[config.mk]
export PLATFORM = sky130hd
export DESIGN_NAME = fci_ctrl
export DESIGN_NICKNAME = d
export VERILOG_FILES = /design/src/logic/fci_pkg.sv /design/src/logic/fci_ctrl.sv /design/src/logic/fci_sync.sv /design/src/logic/fci_bus_cycle.sv
export SDC_FILE = /design/constraint.sdc
export NUM_CORES = 1
export LEC_CHECK = 0
export BUFFER_PORTS_ARGS = -buffer_cell sky130_fd_sc_hd__buf_4
export CORE_UTILIZATION = 45
export CTS_CLUSTER_SIZE = 25
export DETAILED_ROUTE_END_ITERATION = 12
export HOLD_SLACK_MARGIN = 0.08
export PLACE_DENSITY = 0.66
export SETUP_SLACK_MARGIN = 0.5
export SYNTH_ARGS = -nofsm -noshare
export SYNTH_HDL_FRONTEND = slang
export SYNTH_SLANG_ARGS = --single-unit
[constraint.sdc]
create_clock -name sys_clk_in -period 3.8 [get_ports sys_clk_in]
set_clock_uncertainty 0.05 [all_clocks]
set_input_delay 0.38 -clock sys_clk_in [delete_from_list [all_inputs] [get_ports sys_clk_in]]
set_output_delay 0.38 -clock sys_clk_in [all_outputs]
set_load 0.005 [all_outputs]
[src/logic/fci_pkg.sv]
package fci_pkg;

    // ==========================================
    // widths
    localparam int ADDR_W = 19;
    localparam int DATA_W = 8;
    localparam int AVS_ADDR_W = 5;

    // ==========================================
    // clock and pin timing
    localparam int CLK_PERIOD_NS = 25;
    localparam int T_SETUP_NS = 25;
    localparam int T_PULSE_NS = 50;
    localparam int T_ACCESS_NS = 150;
    localparam int T_HOLD_NS = 25;
    localparam int SYNC_LAT = 3;
    localparam logic [3:0] SETUP_CYC = 4'((T_SETUP_NS + CLK_PERIOD_NS - 1) / CLK_PERIOD_NS);
    localparam logic [3:0] PULSE_CYC = 4'((T_PULSE_NS + CLK_PERIOD_NS - 1) / CLK_PERIOD_NS);
    // pins lag the state by one edge and the sync output adds one more
    localparam logic [3:0] ACCESS_CYC = 4'((T_ACCESS_NS + CLK_PERIOD_NS - 1) / CLK_PERIOD_NS + SYNC_LAT + 2);
    localparam logic [3:0] HOLD_CYC = 4'((T_HOLD_NS + CLK_PERIOD_NS - 1) / CLK_PERIOD_NS);

    // ==========================================
    // command sequence codes
    localparam logic [ADDR_W-1:0] UNLOCK_ADDR1 = 19'h0_5555;
    localparam logic [ADDR_W-1:0] UNLOCK_ADDR2 = 19'h0_2AAA;
    localparam logic [DATA_W-1:0] UNLOCK_DATA1 = 8'hAA;
    localparam logic [DATA_W-1:0] UNLOCK_DATA2 = 8'h55;
    localparam logic [DATA_W-1:0] CODE_RESET = 8'hF0;
    localparam logic [DATA_W-1:0] CODE_SIGNATURE = 8'h90;
    localparam logic [DATA_W-1:0] CODE_PROGRAM = 8'hA0;
    localparam logic [DATA_W-1:0] CODE_ERASE_SETUP = 8'h80;
    localparam logic [DATA_W-1:0] CODE_BLOCK_CONFIRM = 8'h30;
    localparam logic [DATA_W-1:0] CODE_CHIP_CONFIRM = 8'h10;
    localparam logic [DATA_W-1:0] CODE_SUSPEND = 8'hB0;
    localparam logic [DATA_W-1:0] CODE_RESUME = 8'h30;
    localparam logic [DATA_W-1:0] CODE_POWER_DOWN = 8'hB8;

    // ==========================================
    // status bit positions on the data bus
    localparam int POLL_BIT = 7;
    localparam int TOGGLE_BIT = 6;
    localparam int ERROR_BIT = 5;
    localparam int ERASE_TIMER_BIT = 3;

    // ==========================================
    // register map, byte offsets
    localparam logic [AVS_ADDR_W-1:0] REG_CTRL = 5'h00;
    localparam logic [AVS_ADDR_W-1:0] REG_ADDR = 5'h04;
    localparam logic [AVS_ADDR_W-1:0] REG_WDATA = 5'h08;
    localparam logic [AVS_ADDR_W-1:0] REG_STATUS = 5'h0C;
    localparam int ST_BUSY = 0;
    localparam int ST_DONE = 1;
    localparam int ST_FAIL = 2;
    localparam int ST_BYTE_LSB = 8;
    localparam logic [3:0] CTRL_RESET_VAL = 4'h0;
    localparam logic [ADDR_W-1:0] ADDR_RESET_VAL = 19'h0_0000;
    localparam logic [DATA_W-1:0] DATA_RESET_VAL = 8'h00;

    // ==========================================
    // types
    typedef enum logic [3:0] {
        FCI_CMD_READ, FCI_CMD_RESET, FCI_CMD_READ_ID, FCI_CMD_READ_PROT, FCI_CMD_PROGRAM,
        FCI_CMD_BLOCK_ERASE, FCI_CMD_CHIP_ERASE, FCI_CMD_SUSPEND, FCI_CMD_RESUME,
        FCI_CMD_POWER_DOWN, FCI_CMD_HV_READ
    } fci_cmd_t;

    typedef enum logic [2:0] {ST_IDLE, ST_ISSUE, ST_WAIT, ST_POLL, ST_POLL_WAIT} fci_state_t;

    typedef enum logic [1:0] {CY_IDLE, CY_SETUP, CY_STROBE, CY_HOLD} fci_cyc_state_t;

    typedef struct packed {
        logic write;
        logic id_voltage_drive;
        logic [ADDR_W-1:0] addr;
        logic [DATA_W-1:0] data;
    } fci_cyc_req_t;

    typedef struct packed {
        logic ce_n;
        logic oe_n;
        logic we_n;
        logic id_voltage_drive;
        logic [ADDR_W-1:0] addr;
        logic [DATA_W-1:0] dq_out;
        logic dq_oe;
    } fci_pins_t;

endpackage

[src/logic/fci_ctrl.sv]
// Operation
// - unlocked commands execute only after complete three, four or six write-cycle sequences.
// - cycle one, and cycle four of an erase, carry one fixed unlock code; cycle two, and cycle five of an erase, another.
// - instruction code in cycle three, erase confirm code in cycle six.
// - program: target address and data byte go in write cycle four.
// - erase: second unlock in cycles four and five, confirm in cycle six.
// - address taken on write strobe fall, data on rise; host holds both.
module fci_ctrl
    import fci_pkg::*;
(
    input wire logic sys_clk_in,
    input wire logic reset_n_in,
    input wire logic [AVS_ADDR_W-1:0] avs_address_in,
    input wire logic avs_read_in,
    input wire logic avs_write_in,
    input wire logic [31:0] avs_writedata_in,
    input wire logic [3:0] avs_byteenable_in,
    output logic [31:0] avs_readdata_out,
    output logic avs_waitrequest_out,
    input wire logic [DATA_W-1:0] flash_dq_in,
    output fci_pins_t flash_out
);

    fci_state_t state;
    fci_cmd_t cmd;
    logic [ADDR_W-1:0] target_addr;
    logic [DATA_W-1:0] write_byte;
    logic [DATA_W-1:0] last_byte;
    logic [DATA_W-1:0] prev_poll;
    logic [2:0] step;
    logic first_poll;
    logic err_seen;
    logic done_flag;
    logic fail_flag;
    logic ack;
    logic wr_ok;
    logic start;
    logic cyc_start;
    logic cyc_done;
    logic [DATA_W-1:0] cyc_rdata;
    logic [DATA_W-1:0] dq_sync;
    fci_cyc_req_t cyc_req;
    logic last_step;
    logic needs_poll;

    // ==========================================
    // sequence tables
    function automatic logic [2:0] seq_last(input fci_cmd_t c);
        case (c)
            FCI_CMD_RESET, FCI_CMD_POWER_DOWN: seq_last = 3'd2;
            FCI_CMD_READ_ID, FCI_CMD_READ_PROT, FCI_CMD_PROGRAM: seq_last = 3'd3;
            FCI_CMD_BLOCK_ERASE, FCI_CMD_CHIP_ERASE: seq_last = 3'd5;
            default: seq_last = 3'd0;
        endcase
    endfunction

    function automatic fci_cyc_req_t seq_step(input fci_cmd_t c, input logic [2:0] idx,
                                              input logic [ADDR_W-1:0] a, input logic [DATA_W-1:0] d);
        fci_cyc_req_t r;
        r = '{write: 1'b1, id_voltage_drive: 1'b0, addr: UNLOCK_ADDR1, data: UNLOCK_DATA1};
        case (c)
            FCI_CMD_READ: begin
                r.write = 1'b0;
                r.addr = a;
            end
            FCI_CMD_HV_READ: begin
                r.write = 1'b0;
                r.id_voltage_drive = 1'b1;
                r.addr = a;
            end
            FCI_CMD_SUSPEND: begin
                r.addr = a;
                r.data = CODE_SUSPEND;
            end
            FCI_CMD_RESUME: begin
                r.addr = a;
                r.data = CODE_RESUME;
            end
            default: begin
                case (idx)
                    3'd0, 3'd3: begin
                        r.addr = UNLOCK_ADDR1;
                        r.data = UNLOCK_DATA1;
                    end
                    3'd1, 3'd4: begin
                        r.addr = UNLOCK_ADDR2;
                        r.data = UNLOCK_DATA2;
                    end
                    3'd2: begin
                        r.addr = UNLOCK_ADDR1;
                        case (c)
                            FCI_CMD_RESET: r.data = CODE_RESET;
                            FCI_CMD_READ_ID, FCI_CMD_READ_PROT: r.data = CODE_SIGNATURE;
                            FCI_CMD_PROGRAM: r.data = CODE_PROGRAM;
                            FCI_CMD_POWER_DOWN: r.data = CODE_POWER_DOWN;
                            default: r.data = CODE_ERASE_SETUP;
                        endcase
                    end
                    default: begin
                        r.addr = a;
                        r.data = CODE_BLOCK_CONFIRM;
                        if (c == FCI_CMD_CHIP_ERASE) begin
                            r.addr = UNLOCK_ADDR1;
                            r.data = CODE_CHIP_CONFIRM;
                        end
                    end
                endcase
                if (idx == 3'd3) begin
                    if (c == FCI_CMD_PROGRAM) begin
                        r.addr = a;
                        r.data = d;
                    end else if (c == FCI_CMD_READ_ID || c == FCI_CMD_READ_PROT) begin
                        r.write = 1'b0;
                        r.addr = a;
                    end
                end
            end
        endcase
        seq_step = r;
    endfunction

    // ==========================================
    // avalon slave
    assign avs_waitrequest_out = (avs_read_in || avs_write_in) && !ack;
    assign wr_ok = avs_write_in && ack;
    assign start = wr_ok && (avs_address_in == REG_CTRL) && avs_byteenable_in[0] && (state == ST_IDLE)
                   && (avs_writedata_in[3:0] <= 4'(FCI_CMD_HV_READ));

    always_ff @(posedge sys_clk_in or negedge reset_n_in) begin
        if (!reset_n_in) begin
            ack <= 1'b0;
        end else begin
            ack <= (avs_read_in || avs_write_in) && !ack;
        end
    end

    always_ff @(posedge sys_clk_in or negedge reset_n_in) begin
        if (!reset_n_in) begin
            avs_readdata_out <= 32'h0000_0000;
        end else if (avs_read_in && !ack) begin
            avs_readdata_out <= 32'h0000_0000;
            case (avs_address_in)
                REG_CTRL: avs_readdata_out[3:0] <= cmd;
                REG_ADDR: avs_readdata_out[ADDR_W-1:0] <= target_addr;
                REG_WDATA: avs_readdata_out[DATA_W-1:0] <= write_byte;
                REG_STATUS: begin
                    avs_readdata_out[ST_BUSY] <= (state != ST_IDLE);
                    avs_readdata_out[ST_DONE] <= done_flag;
                    avs_readdata_out[ST_FAIL] <= fail_flag;
                    avs_readdata_out[ST_BYTE_LSB +: DATA_W] <= last_byte;
                end
                default: avs_readdata_out <= 32'h0000_0000;
            endcase
        end
    end

    always_ff @(posedge sys_clk_in or negedge reset_n_in) begin
        if (!reset_n_in) begin
            cmd <= fci_cmd_t'(CTRL_RESET_VAL);
        end else if (start) begin
            cmd <= fci_cmd_t'(avs_writedata_in[3:0]);
        end
    end

    always_ff @(posedge sys_clk_in or negedge reset_n_in) begin
        if (!reset_n_in) begin
            target_addr <= ADDR_RESET_VAL;
        end else if (wr_ok && (avs_address_in == REG_ADDR) && (state == ST_IDLE)) begin
            if (avs_byteenable_in[0]) target_addr[7:0] <= avs_writedata_in[7:0];
            if (avs_byteenable_in[1]) target_addr[15:8] <= avs_writedata_in[15:8];
            if (avs_byteenable_in[2]) target_addr[18:16] <= avs_writedata_in[18:16];
        end
    end

    always_ff @(posedge sys_clk_in or negedge reset_n_in) begin
        if (!reset_n_in) begin
            write_byte <= DATA_RESET_VAL;
        end else if (wr_ok && (avs_address_in == REG_WDATA) && avs_byteenable_in[0] && (state == ST_IDLE)) begin
            write_byte <= avs_writedata_in[7:0];
        end
    end

    // ==========================================
    // command sequencer and completion polling
    assign last_step = (step == seq_last(cmd));
    assign needs_poll = (cmd == FCI_CMD_PROGRAM) || (cmd == FCI_CMD_BLOCK_ERASE) || (cmd == FCI_CMD_CHIP_ERASE);
    assign cyc_start = (state == ST_ISSUE) || (state == ST_POLL);

    always_comb begin
        cyc_req = seq_step(cmd, step, target_addr, write_byte);
        if (state == ST_POLL) begin
            cyc_req = '{write: 1'b0, id_voltage_drive: 1'b0, addr: target_addr, data: DATA_RESET_VAL};
        end
    end

    always_ff @(posedge sys_clk_in or negedge reset_n_in) begin
        if (!reset_n_in) begin
            state <= ST_IDLE;
            step <= 3'd0;
            first_poll <= 1'b0;
            err_seen <= 1'b0;
        end else begin
            case (state)
                ST_IDLE: begin
                    if (start) begin
                        step <= 3'd0;
                        err_seen <= 1'b0;
                        state <= ST_ISSUE;
                    end
                end
                ST_ISSUE: state <= ST_WAIT;
                ST_WAIT: begin
                    if (cyc_done) begin
                        if (!last_step) begin
                            step <= step + 3'd1;
                            state <= ST_ISSUE;
                        end else if (needs_poll) begin
                            first_poll <= 1'b1;
                            state <= ST_POLL;
                        end else begin
                            state <= ST_IDLE;
                        end
                    end
                end
                ST_POLL: state <= ST_POLL_WAIT;
                ST_POLL_WAIT: begin
                    if (cyc_done) begin
                        first_poll <= 1'b0;
                        if (first_poll) begin
                            state <= ST_POLL;
                        end else if (cyc_rdata[TOGGLE_BIT] == prev_poll[TOGGLE_BIT]) begin
                            state <= ST_IDLE;
                        end else if (err_seen) begin
                            state <= ST_IDLE;
                        end else begin
                            err_seen <= cyc_rdata[ERROR_BIT];
                            state <= ST_POLL;
                        end
                    end
                end
                default: state <= ST_IDLE;
            endcase
        end
    end

    always_ff @(posedge sys_clk_in or negedge reset_n_in) begin
        if (!reset_n_in) begin
            prev_poll <= DATA_RESET_VAL;
            last_byte <= DATA_RESET_VAL;
        end else if (cyc_done && ((state == ST_POLL_WAIT) || !cyc_req.write)) begin
            prev_poll <= cyc_rdata;
            last_byte <= cyc_rdata;
        end
    end

    always_ff @(posedge sys_clk_in or negedge reset_n_in) begin
        if (!reset_n_in) begin
            done_flag <= 1'b0;
            fail_flag <= 1'b0;
        end else if (start) begin
            done_flag <= 1'b0;
            fail_flag <= 1'b0;
        end else if ((state == ST_WAIT) && cyc_done && last_step && !needs_poll) begin
            done_flag <= 1'b1;
        end else if ((state == ST_POLL_WAIT) && cyc_done && !first_poll) begin
            if (cyc_rdata[TOGGLE_BIT] == prev_poll[TOGGLE_BIT]) begin
                done_flag <= 1'b1;
            end else if (err_seen) begin
                done_flag <= 1'b1;
                fail_flag <= 1'b1;
            end
        end
    end

    // ==========================================
    // pin side
    fci_sync u_sync (
        .sys_clk_in(sys_clk_in),
        .reset_n_in(reset_n_in),
        .async_in(flash_dq_in),
        .sync_out(dq_sync)
    );

    fci_bus_cycle u_cycle (
        .sys_clk_in(sys_clk_in),
        .reset_n_in(reset_n_in),
        .start_in(cyc_start),
        .req_in(cyc_req),
        .dq_sync_in(dq_sync),
        .pins_out(flash_out),
        .done_out(cyc_done),
        .rdata_out(cyc_rdata)
    );

endmodule

[src/logic/fci_sync.sv]
module fci_sync
    import fci_pkg::*;
(
    input wire logic sys_clk_in,
    input wire logic reset_n_in,
    input wire logic [DATA_W-1:0] async_in,
    output logic [DATA_W-1:0] sync_out
);

    logic [DATA_W-1:0] stage1;
    logic [DATA_W-1:0] stage2;
    logic [DATA_W-1:0] stage3;

    // ==========================================
    // three stages, a bit changes once stages two and three agree
    always_ff @(posedge sys_clk_in or negedge reset_n_in) begin
        if (!reset_n_in) begin
            stage1 <= DATA_RESET_VAL;
            stage2 <= DATA_RESET_VAL;
            stage3 <= DATA_RESET_VAL;
        end else begin
            stage1 <= async_in;
            stage2 <= stage1;
            stage3 <= stage2;
        end
    end

    always_ff @(posedge sys_clk_in or negedge reset_n_in) begin
        if (!reset_n_in) begin
            sync_out <= DATA_RESET_VAL;
        end else begin
            sync_out <= (~(stage2 ^ stage3) & stage3) | ((stage2 ^ stage3) & sync_out);
        end
    end

endmodule

[src/logic/fci_bus_cycle.sv]
module fci_bus_cycle
    import fci_pkg::*;
(
    input wire logic sys_clk_in,
    input wire logic reset_n_in,
    input wire logic start_in,
    input wire fci_cyc_req_t req_in,
    input wire logic [DATA_W-1:0] dq_sync_in,
    output fci_pins_t pins_out,
    output logic done_out,
    output logic [DATA_W-1:0] rdata_out
);

    fci_cyc_state_t state;
    fci_cyc_req_t req;
    logic [3:0] cnt;

    // ==========================================
    // cycle sequencing: setup, strobe, hold
    always_ff @(posedge sys_clk_in or negedge reset_n_in) begin
        if (!reset_n_in) begin
            state <= CY_IDLE;
            cnt <= 4'h0;
            req <= '0;
        end else begin
            case (state)
                CY_IDLE: begin
                    if (start_in) begin
                        req <= req_in;
                        cnt <= SETUP_CYC;
                        state <= CY_SETUP;
                    end
                end
                CY_SETUP: begin
                    if (cnt <= 4'h1) begin
                        cnt <= req.write ? PULSE_CYC : ACCESS_CYC;
                        state <= CY_STROBE;
                    end else begin
                        cnt <= cnt - 4'h1;
                    end
                end
                CY_STROBE: begin
                    if (cnt <= 4'h1) begin
                        cnt <= HOLD_CYC;
                        state <= CY_HOLD;
                    end else begin
                        cnt <= cnt - 4'h1;
                    end
                end
                CY_HOLD: begin
                    if (cnt <= 4'h1) begin
                        state <= CY_IDLE;
                    end else begin
                        cnt <= cnt - 4'h1;
                    end
                end
                default: state <= CY_IDLE;
            endcase
        end
    end

    assign done_out = (state == CY_HOLD) && (cnt <= 4'h1);

    // ==========================================
    // pin drive, one cycle behind the state
    always_ff @(posedge sys_clk_in or negedge reset_n_in) begin
        if (!reset_n_in) begin
            pins_out <= '{ce_n: 1'b1, oe_n: 1'b1, we_n: 1'b1, id_voltage_drive: 1'b0,
                          addr: ADDR_RESET_VAL, dq_out: DATA_RESET_VAL, dq_oe: 1'b0};
        end else begin
            pins_out.ce_n <= (state == CY_IDLE);
            pins_out.we_n <= !((state == CY_STROBE) && req.write);
            pins_out.oe_n <= !((state == CY_STROBE) && !req.write);
            pins_out.id_voltage_drive <= (state != CY_IDLE) && req.id_voltage_drive;
            pins_out.addr <= req.addr;
            pins_out.dq_out <= req.data;
            pins_out.dq_oe <= (state != CY_IDLE) && req.write;
        end
    end

    // ==========================================
    // read data taken at the end of the strobe
    always_ff @(posedge sys_clk_in or negedge reset_n_in) begin
        if (!reset_n_in) begin
            rdata_out <= DATA_RESET_VAL;
        end else if ((state == CY_STROBE) && (cnt <= 4'h1) && !req.write) begin
            rdata_out <= dq_sync_in;
        end
    end

endmodule

==> flow_summary_export.csv, run 1 <==
group,metric,value,unit
sta,min_period_over_period,67.7,%
sta,finalSetupTns,0,ns
sta,fin_crit,2.57,ns
clock_tree,root_buffer,"clkbuf_16",
synth,synth_top_area_share,59.1,%
detailed_routing,drt-wirelength-per-cell,16.3,µm
critical_path,r2r_slack,1.23,ns
sta,maxSlewHeadroom,21.6,%
detailed_routing,wirelength,15100,µm
global_routing,grt_overflow,0,
worst_hold_path,hold_class,"in2reg",
power,ir_worst_vdd,0.000303,V
detailed_routing,drt_iter0_markers,260,
synth,netlist_top_cells_area,"dfrtp_1 59%, mux2_1 6.0%, nor2_1 3.4%, nand2_1 2.5%, ha_1 1.9%",
floorplan,num_io_pins,118,
synth,syn_avg_cell_area,12.1,µm²
floorplan,die_area,16800,µm²
run_status,outcome,"complete, no violations",
floorplan,die_w,130,µm
synth,syn_area,7320,µm²
critical_path,critPathKind,"reg2reg",
synth,synth_commonest_cells,"173 x dfrtp_1, 66 x nor2_1, 49 x nand2_1, 39 x mux2_1, 25 x a21oi_1",
synth,synth_top_area_cell,"dfrtp_1",
clock_tree,clock-sinks,176,
clock_tree,cts_tree,"built",
synth,synthFlopType,"dfrtp_1",
synth,ys_seq_area_share,60.2,%
synth,ys_ff_latch,176,
synth,syn_inst,604,
sta,slew_violations,0,
global_routing,grt_max_degree,73,
placement,finalWeightedCongestion,0.836,
synth,yosysUniqueCellTypes,75,
critical_path,critPathRequiredTime,4.06,ns
critical_path,cp_max_fo,18,
power,p_per_area,438,nW/µm²
detailed_routing,dr.pass1.iters,4,
clock_tree,cts_inserted_buffers,17,
cells_and_area,final_util,55.4,%
global_routing,grt_pass1_vias,4762,
floorplan,rows,46,
sta,fmax,389,MHz
cells_and_area,diodes,0,
critical_path,arrival,2.83,ns
detailed_routing,via_per_inst,5.25,
critical_path,cp-end-kind,"register",
clock_tree,clock_path_buffers,2,
placement,port_buffers,90,
placement,hpwl,10800,µm
detailed_routing,route.detailed.drc,0,
cells_and_area,final_nets,764,
synth,synth_edf_count,0,
cells_and_area,syn_to_final_growth,20.2,%
sta,setup_viol,0,
synth,synth_warnings,0,
global_routing,grt_usage,19.3,%
flow_run,drv_cap,0,
cells_and_area,drive_gt1_share,22.2,%
clock_tree,htreeDepth,4,
detailed_routing,postRouteAntennaNets,0,
critical_path,crit_path_start_kind,"register",
synth,synth-async-reset-ratio,100,%
floorplan,core,15900,µm²
synth,synth_most_common_cell,"dfrtp_1",
clock_tree,path_clk_slew,0.07,ns
floorplan,die_height,130,µm
sta,tightest_slew,1.17,ns
power,p_leak,4.13,nW
sta,finalHoldViolCount,0,
sta,rsz0062_at_grt,"no",
global_routing,antenna_found_initial,0,
detailed_routing,vias,4868,
floorplan,start_util,46.1,%
clock_tree,clkLatencyLatePin,0.42,ns
global_routing,grt_pass1_wl,24500,µm
clock_tree,cts_setup_buffers,0,
-- sequential cells by signal (all words and copies together) (netlist names), 2 cells and up, named ones only --
name               flops
u_cycle.rdata_out      8
avs_readdata_out      19
u_cycle.req           29
prev_poll              8
u_sync.stage3          8
cmd                    4
u_sync.stage2          8
u_cycle.pins_out      32
state                  3
u_cycle.state          2
write_byte             8
step                   3
u_cycle.cnt            4
u_sync.stage1          8
target_addr           19
-- critical path: stages (launching register included) --
cell     delay (ns)
dfrtp_1        0.68
and4b_1        0.27
a21oi_1        0.56
nand4_1        0.55
nand3_1        0.26
nand2_1        0.08
-- cells by family (layout without fill, tap and decap cells) --
family          count (synthesis)  after routing  share of synthesized area [%]
mux                            56             56                           9.09
flops                         176            176                           60.2
other cells                     1             13                         0.0512
xor+xnor                        1              1                          0.120
simple gates                  188            188                           12.6
buf+inv                        48            144                           3.45
compound gates                115            115                           11.5
fa+ha+maj                      19             19                           2.97
-- cells in the final DEF, fill, tap and decap left out, types with 10 or more instances in the layout --
master and n:
dfrtp_1 173, buf_4 93, nor2_1 66, nand2_1 49, mux2_1 39, a21oi_1 25
clkbuf_16 17, o21ai_1 15, conb_1 13, nor2b_1 12, a221oi_1 12, mux2_2 11
a22o_1 11, ha_1 11, nand2b_1 10, nand3_1 10
-- path summary, 6_finish.rpt --
path,start,to,depth (start not counted)
max,cmd[3]$_DFFE_PN0P_,u_cycle.req[26]$_DFFE_PN0P_,5
min,avs_writedata_in[18],target_addr[18]$_DFFE_PN0P_,2
max reg2reg,cmd[3]$_DFFE_PN0P_,u_cycle.req[26]$_DFFE_PN0P_,5
min reg2reg,u_sync.stage1[6]$_DFF_PN0_,u_sync.stage2[6]$_DFF_PN0_,0
max in group asynchronous,reset_n_in,u_cycle.pins_out[4]$_DFF_PN0_,3
min in group asynchronous,reset_n_in,u_cycle.pins_out[27]$_DFF_PN0_,2
-- where the power goes --
part / internal, mW / leakage [nW] / switching (mW)
Sequential: 1.94 / 2.23 / 0.0339
Combinational: 0.103 / 1.64 / 0.107
Clock: 0.928 / 0.271 / 0.747
Total: 2.97 / 4.13 / 0.887
-- layer usage --
metal  routed length [µm]  track usage (%)  up-vias
li1                     -                -     2319
met1                 7020             26.7     2404
met2                 7210             29.8      120
met3                  562             3.88       25
met4                  342             8.21        0
met5                    0                0        -
-- stage by stage --
step / instances / setup slack, ns / total power, mW / cell area [µm²] / hold slack (ns)
final: 928 / 1.23 / 3.86 / 8810 / 0.113
after floorplan: 616 / 1.75 / 2.08 / 7370 / 0.0344
after detailed placement: 888 / 1.21 / 2.21 / 8150 / 0.285
after global routing: 928 / 0.927 / 4.01 / 8810 / 0.105
after CTS: 928 / 1.20 / 3.89 / 8810 / 0.0986
after global placement: 888 / 1.25 / 2.20 / 8150 / 0.283
-- cell type report --
cell class	count	area [µm²]
clock buffers	18	439
repair buffers	104	820
multi-input cells	392	2710
clock inverters	13	126
well taps	216	270
inverters	9	33.8
flip-flops and latches	176	4410
fillers	1390	7080
-- what timing repair did --
item,in CTS,in global routing
gates resized for setup,0,0
endpoints found under the setup margin,0,0
hold buffers,9,0
endpoints found under the hold margin,78,0
Power figures use the tool's default switching activity.
==> run 2: changes to the inputs <==
- ABC_AREA: default -> 1
- clock period: 3.8 -> 2.57 ns (I/O delays scaled with it)
==> flow_summary_export.csv, run 2 <==
group,metric,value,unit
detailed_routing,drt_iter0_markers,324,
sta,maxSlewHeadroom,54.2,%
detailed_routing,route.detailed.drc,0,
synth,ys_seq_area_share,60.4,%
cells_and_area,largest_reg_flops,32,
synth,ys_ff_latch,176,
global_routing,grt_pass1_wl,26300,µm
detailed_routing,vias,5582,
global_routing,grt_usage,20.8,%
synth,synth_warnings,0,
sta,setup_viol,0,
synth,synth_top_area_share,59.3,%
global_routing,use_met3,3.34,%
cells_and_area,syn_to_final_growth,26.8,%
placement,hpwl,11100,µm
clock_tree,clock-sinks,176,
synth,synth_most_common_cell,"nand2_1",
global_routing,grt_max_degree,74,
synth,synthFlopType,"dfrtp_1",
floorplan,die_area,16700,µm²
run_status,outcome,"complete, no violations",
clock_tree,clkLatencyLatePin,0.43,ns
sta,finalHoldViolCount,0,
global_routing,busiest_layer,"met2",
sta,fin_crit,2.01,ns
floorplan,start_util,46.1,%
global_routing,globalRouteMet2Util,33.8,%
cells_and_area,regMostFlops,"u_cycle.pins_out",
global_routing,grt_overflow,0,
critical_path,critPathKind,"reg2reg",
critical_path,cp-end-kind,"register",
cells_and_area,top_regs,"u_cycle.pins_out x32, u_cycle.req x29",
worst_hold_path,hold_class,"in2reg",
clock_tree,cts_inserted_buffers,17,
sta,tightest_slew,0.687,ns
detailed_routing,drt-wirelength-per-cell,14.4,µm
sta,timing.hold.ws,0.101,ns
placement,finalWeightedCongestion,0.884,
floorplan,die_w,129,µm
synth,syn_avg_cell_area,9.56,µm²
synth,syn_inst,763,
clock_tree,htreeDepth,4,
sta,fmax,497,MHz
synth,synth-async-reset-ratio,100,%
critical_path,r2r_slack,0.56,ns
clock_tree,path_clk_slew,0.07,ns
synth,syn_area,7290,µm²
critical_path,crit_path_start_kind,"register",
critical_path,arrival,2.32,ns
cells_and_area,layout_common_cells,"191 x nand2_1, 172 x dfrtp_1, 104 x buf_4",
sta,slew_violations,0,
floorplan,num_io_pins,118,
synth,netlist_top_cells_area,"dfrtp_1 59%, nand2_1 10%, a21oi_1 3.2%, inv_1 2.9%, nand3_1 2.9%",
cells_and_area,diodes,0,
power,p_leak,4.64,nW
detailed_routing,via_per_inst,4.94,
placement,placed_cells,1061,
clock_tree,cts_tree,"built",
critical_path,critPathRequiredTime,2.88,ns
floorplan,core,15800,µm²
placement,port_buffers,90,
synth,synth_edf_count,0,
power,p_per_area,620,nW/µm²
cells_and_area,drive_gt1_share,23.0,%
global_routing,grt_pass1_vias,5289,
sta,finalSetupTns,0,ns
floorplan,die_height,129,µm
sta,min_period_over_period,78.3,%
global_routing,antenna_found_initial,0,
floorplan,rows,46,
sta,rsz0062_at_grt,"yes",
detailed_routing,wirelength,16300,µm
cells_and_area,final_nets,964,
cells_and_area,fin_cells,1129,
power,ir_worst_vdd,0.000500,V
detailed_routing,dr.pass1.iters,5,
clock_tree,clock_path_buffers,2,
cells_and_area,final_common_cell,"nand2_1",
critical_path,cp_max_fo,6,
global_routing,use_met1,27.6,%
synth,synth_commonest_cells,"196 x nand2_1, 173 x dfrtp_1, 57 x inv_1, 54 x nor2_1, 47 x a21oi_1",
synth,synth_top_area_cell,"dfrtp_1",
clock_tree,root_buffer,"clkbuf_16",
flow_run,drv_cap,0,
detailed_routing,postRouteAntennaNets,0,
synth,yosysUniqueCellTypes,42,
## run 2: cell types whose count changed after synthesis, moves of 14 or more
cell,delta
nand3_1,+32
a21boi_1,+14
o21ai_0,+29
or2_2,+16
mux2_1,-39
inv_1,+48
a21oi_1,+22
nand2_1,+147
## run 2: layout make-up
cell class	count	area, µm²
multi-input combinational	498	2590
tap	216	270
clock buffer	19	453
fill	1371	6580
sequential	176	4410
clock inverter	13	143
timing repair buffer	136	1110
inverter	71	270
## run 2: power by group
group,internal [mW],switching [mW]
Sequential,2.84,0.0411
Combinational,0.149,0.157
Clock,1.42,1.13
## run 2: layer usage
metal,vias up,part of all wire (%),wire [µm]
li1,2717,-,-
met1,2661,45,7270
met2,174,48,7770
met3,30,4.7,761
met4,0,2.9,471
met5,-,0,0
## run 2: logic make-up (layout without fill, tap and decap cells)
logic type	Yosys count	count (layout)	share of synthesized area [%]
flip-flops	176	176	60.4
AO/OA/AOI/OAI	128	128	10.1
buffers and inverters	101	239	6.19
adder cells (fa/ha/maj)	19	19	2.98
other	1	13	0.0514
AND/OR/NAND/NOR	336	336	20.0
XOR/XNOR	2	2	0.240
## run 2: final timing paths
check / start / endpoint / depth (start not counted)
setup / recovery: step[0]$_DFFE_PN0P_ / u_cycle.req[17]$_DFFE_PN0P_ / 10
hold / removal: avs_writedata_in[1] / cmd[1]$_DFFE_PN0P_ / 3
setup reg to reg: step[0]$_DFFE_PN0P_ / u_cycle.req[17]$_DFFE_PN0P_ / 10
hold reg to reg: u_sync.stage1[4]$_DFF_PN0_ / u_sync.stage2[4]$_DFF_PN0_ / 0
max in group asynchronous: reset_n_in / u_cycle.pins_out[10]$_DFF_PN0_ / 3
min in group asynchronous: reset_n_in / u_cycle.pins_out[28]$_DFF_PN0_ / 2
## run 2: through the flow
stage          power [mW]  worst slack, ns  util, %  area [µm²]
3_5_place_dp         3.20            0.399     51.8        8190
3_3_place_gp         3.20            0.447     51.8        8190
4_1_cts              5.79            0.504     57.5        9100
6_report             5.74            0.557     58.5        9250
2_1_floorplan        3.02            0.781        -        7340
5_1_grt              5.95            0.412     58.5        9250
## run 2: worst max-delay path: stages (launching register included)
cell      delay [ns]
dfrtp_2         0.44
ha_1            0.22
ha_2            0.22
a21oi_4         0.16
nand2_2         0.10
inv_1           0.08
nand3b_1        0.16
nand3_4         0.13
clkbuf_4        0.18
nand2_1         0.06
a21boi_1        0.13
## run 2: what timing repair did
item                                    4_1_cts  5_1_grt
hold buffers                                 28        0
endpoints found under the setup margin       28       59
pin swaps                                     0        3
buffers inserted                              0        8
endpoints found under the hold margin        94        0
gates resized for setup                       7       22
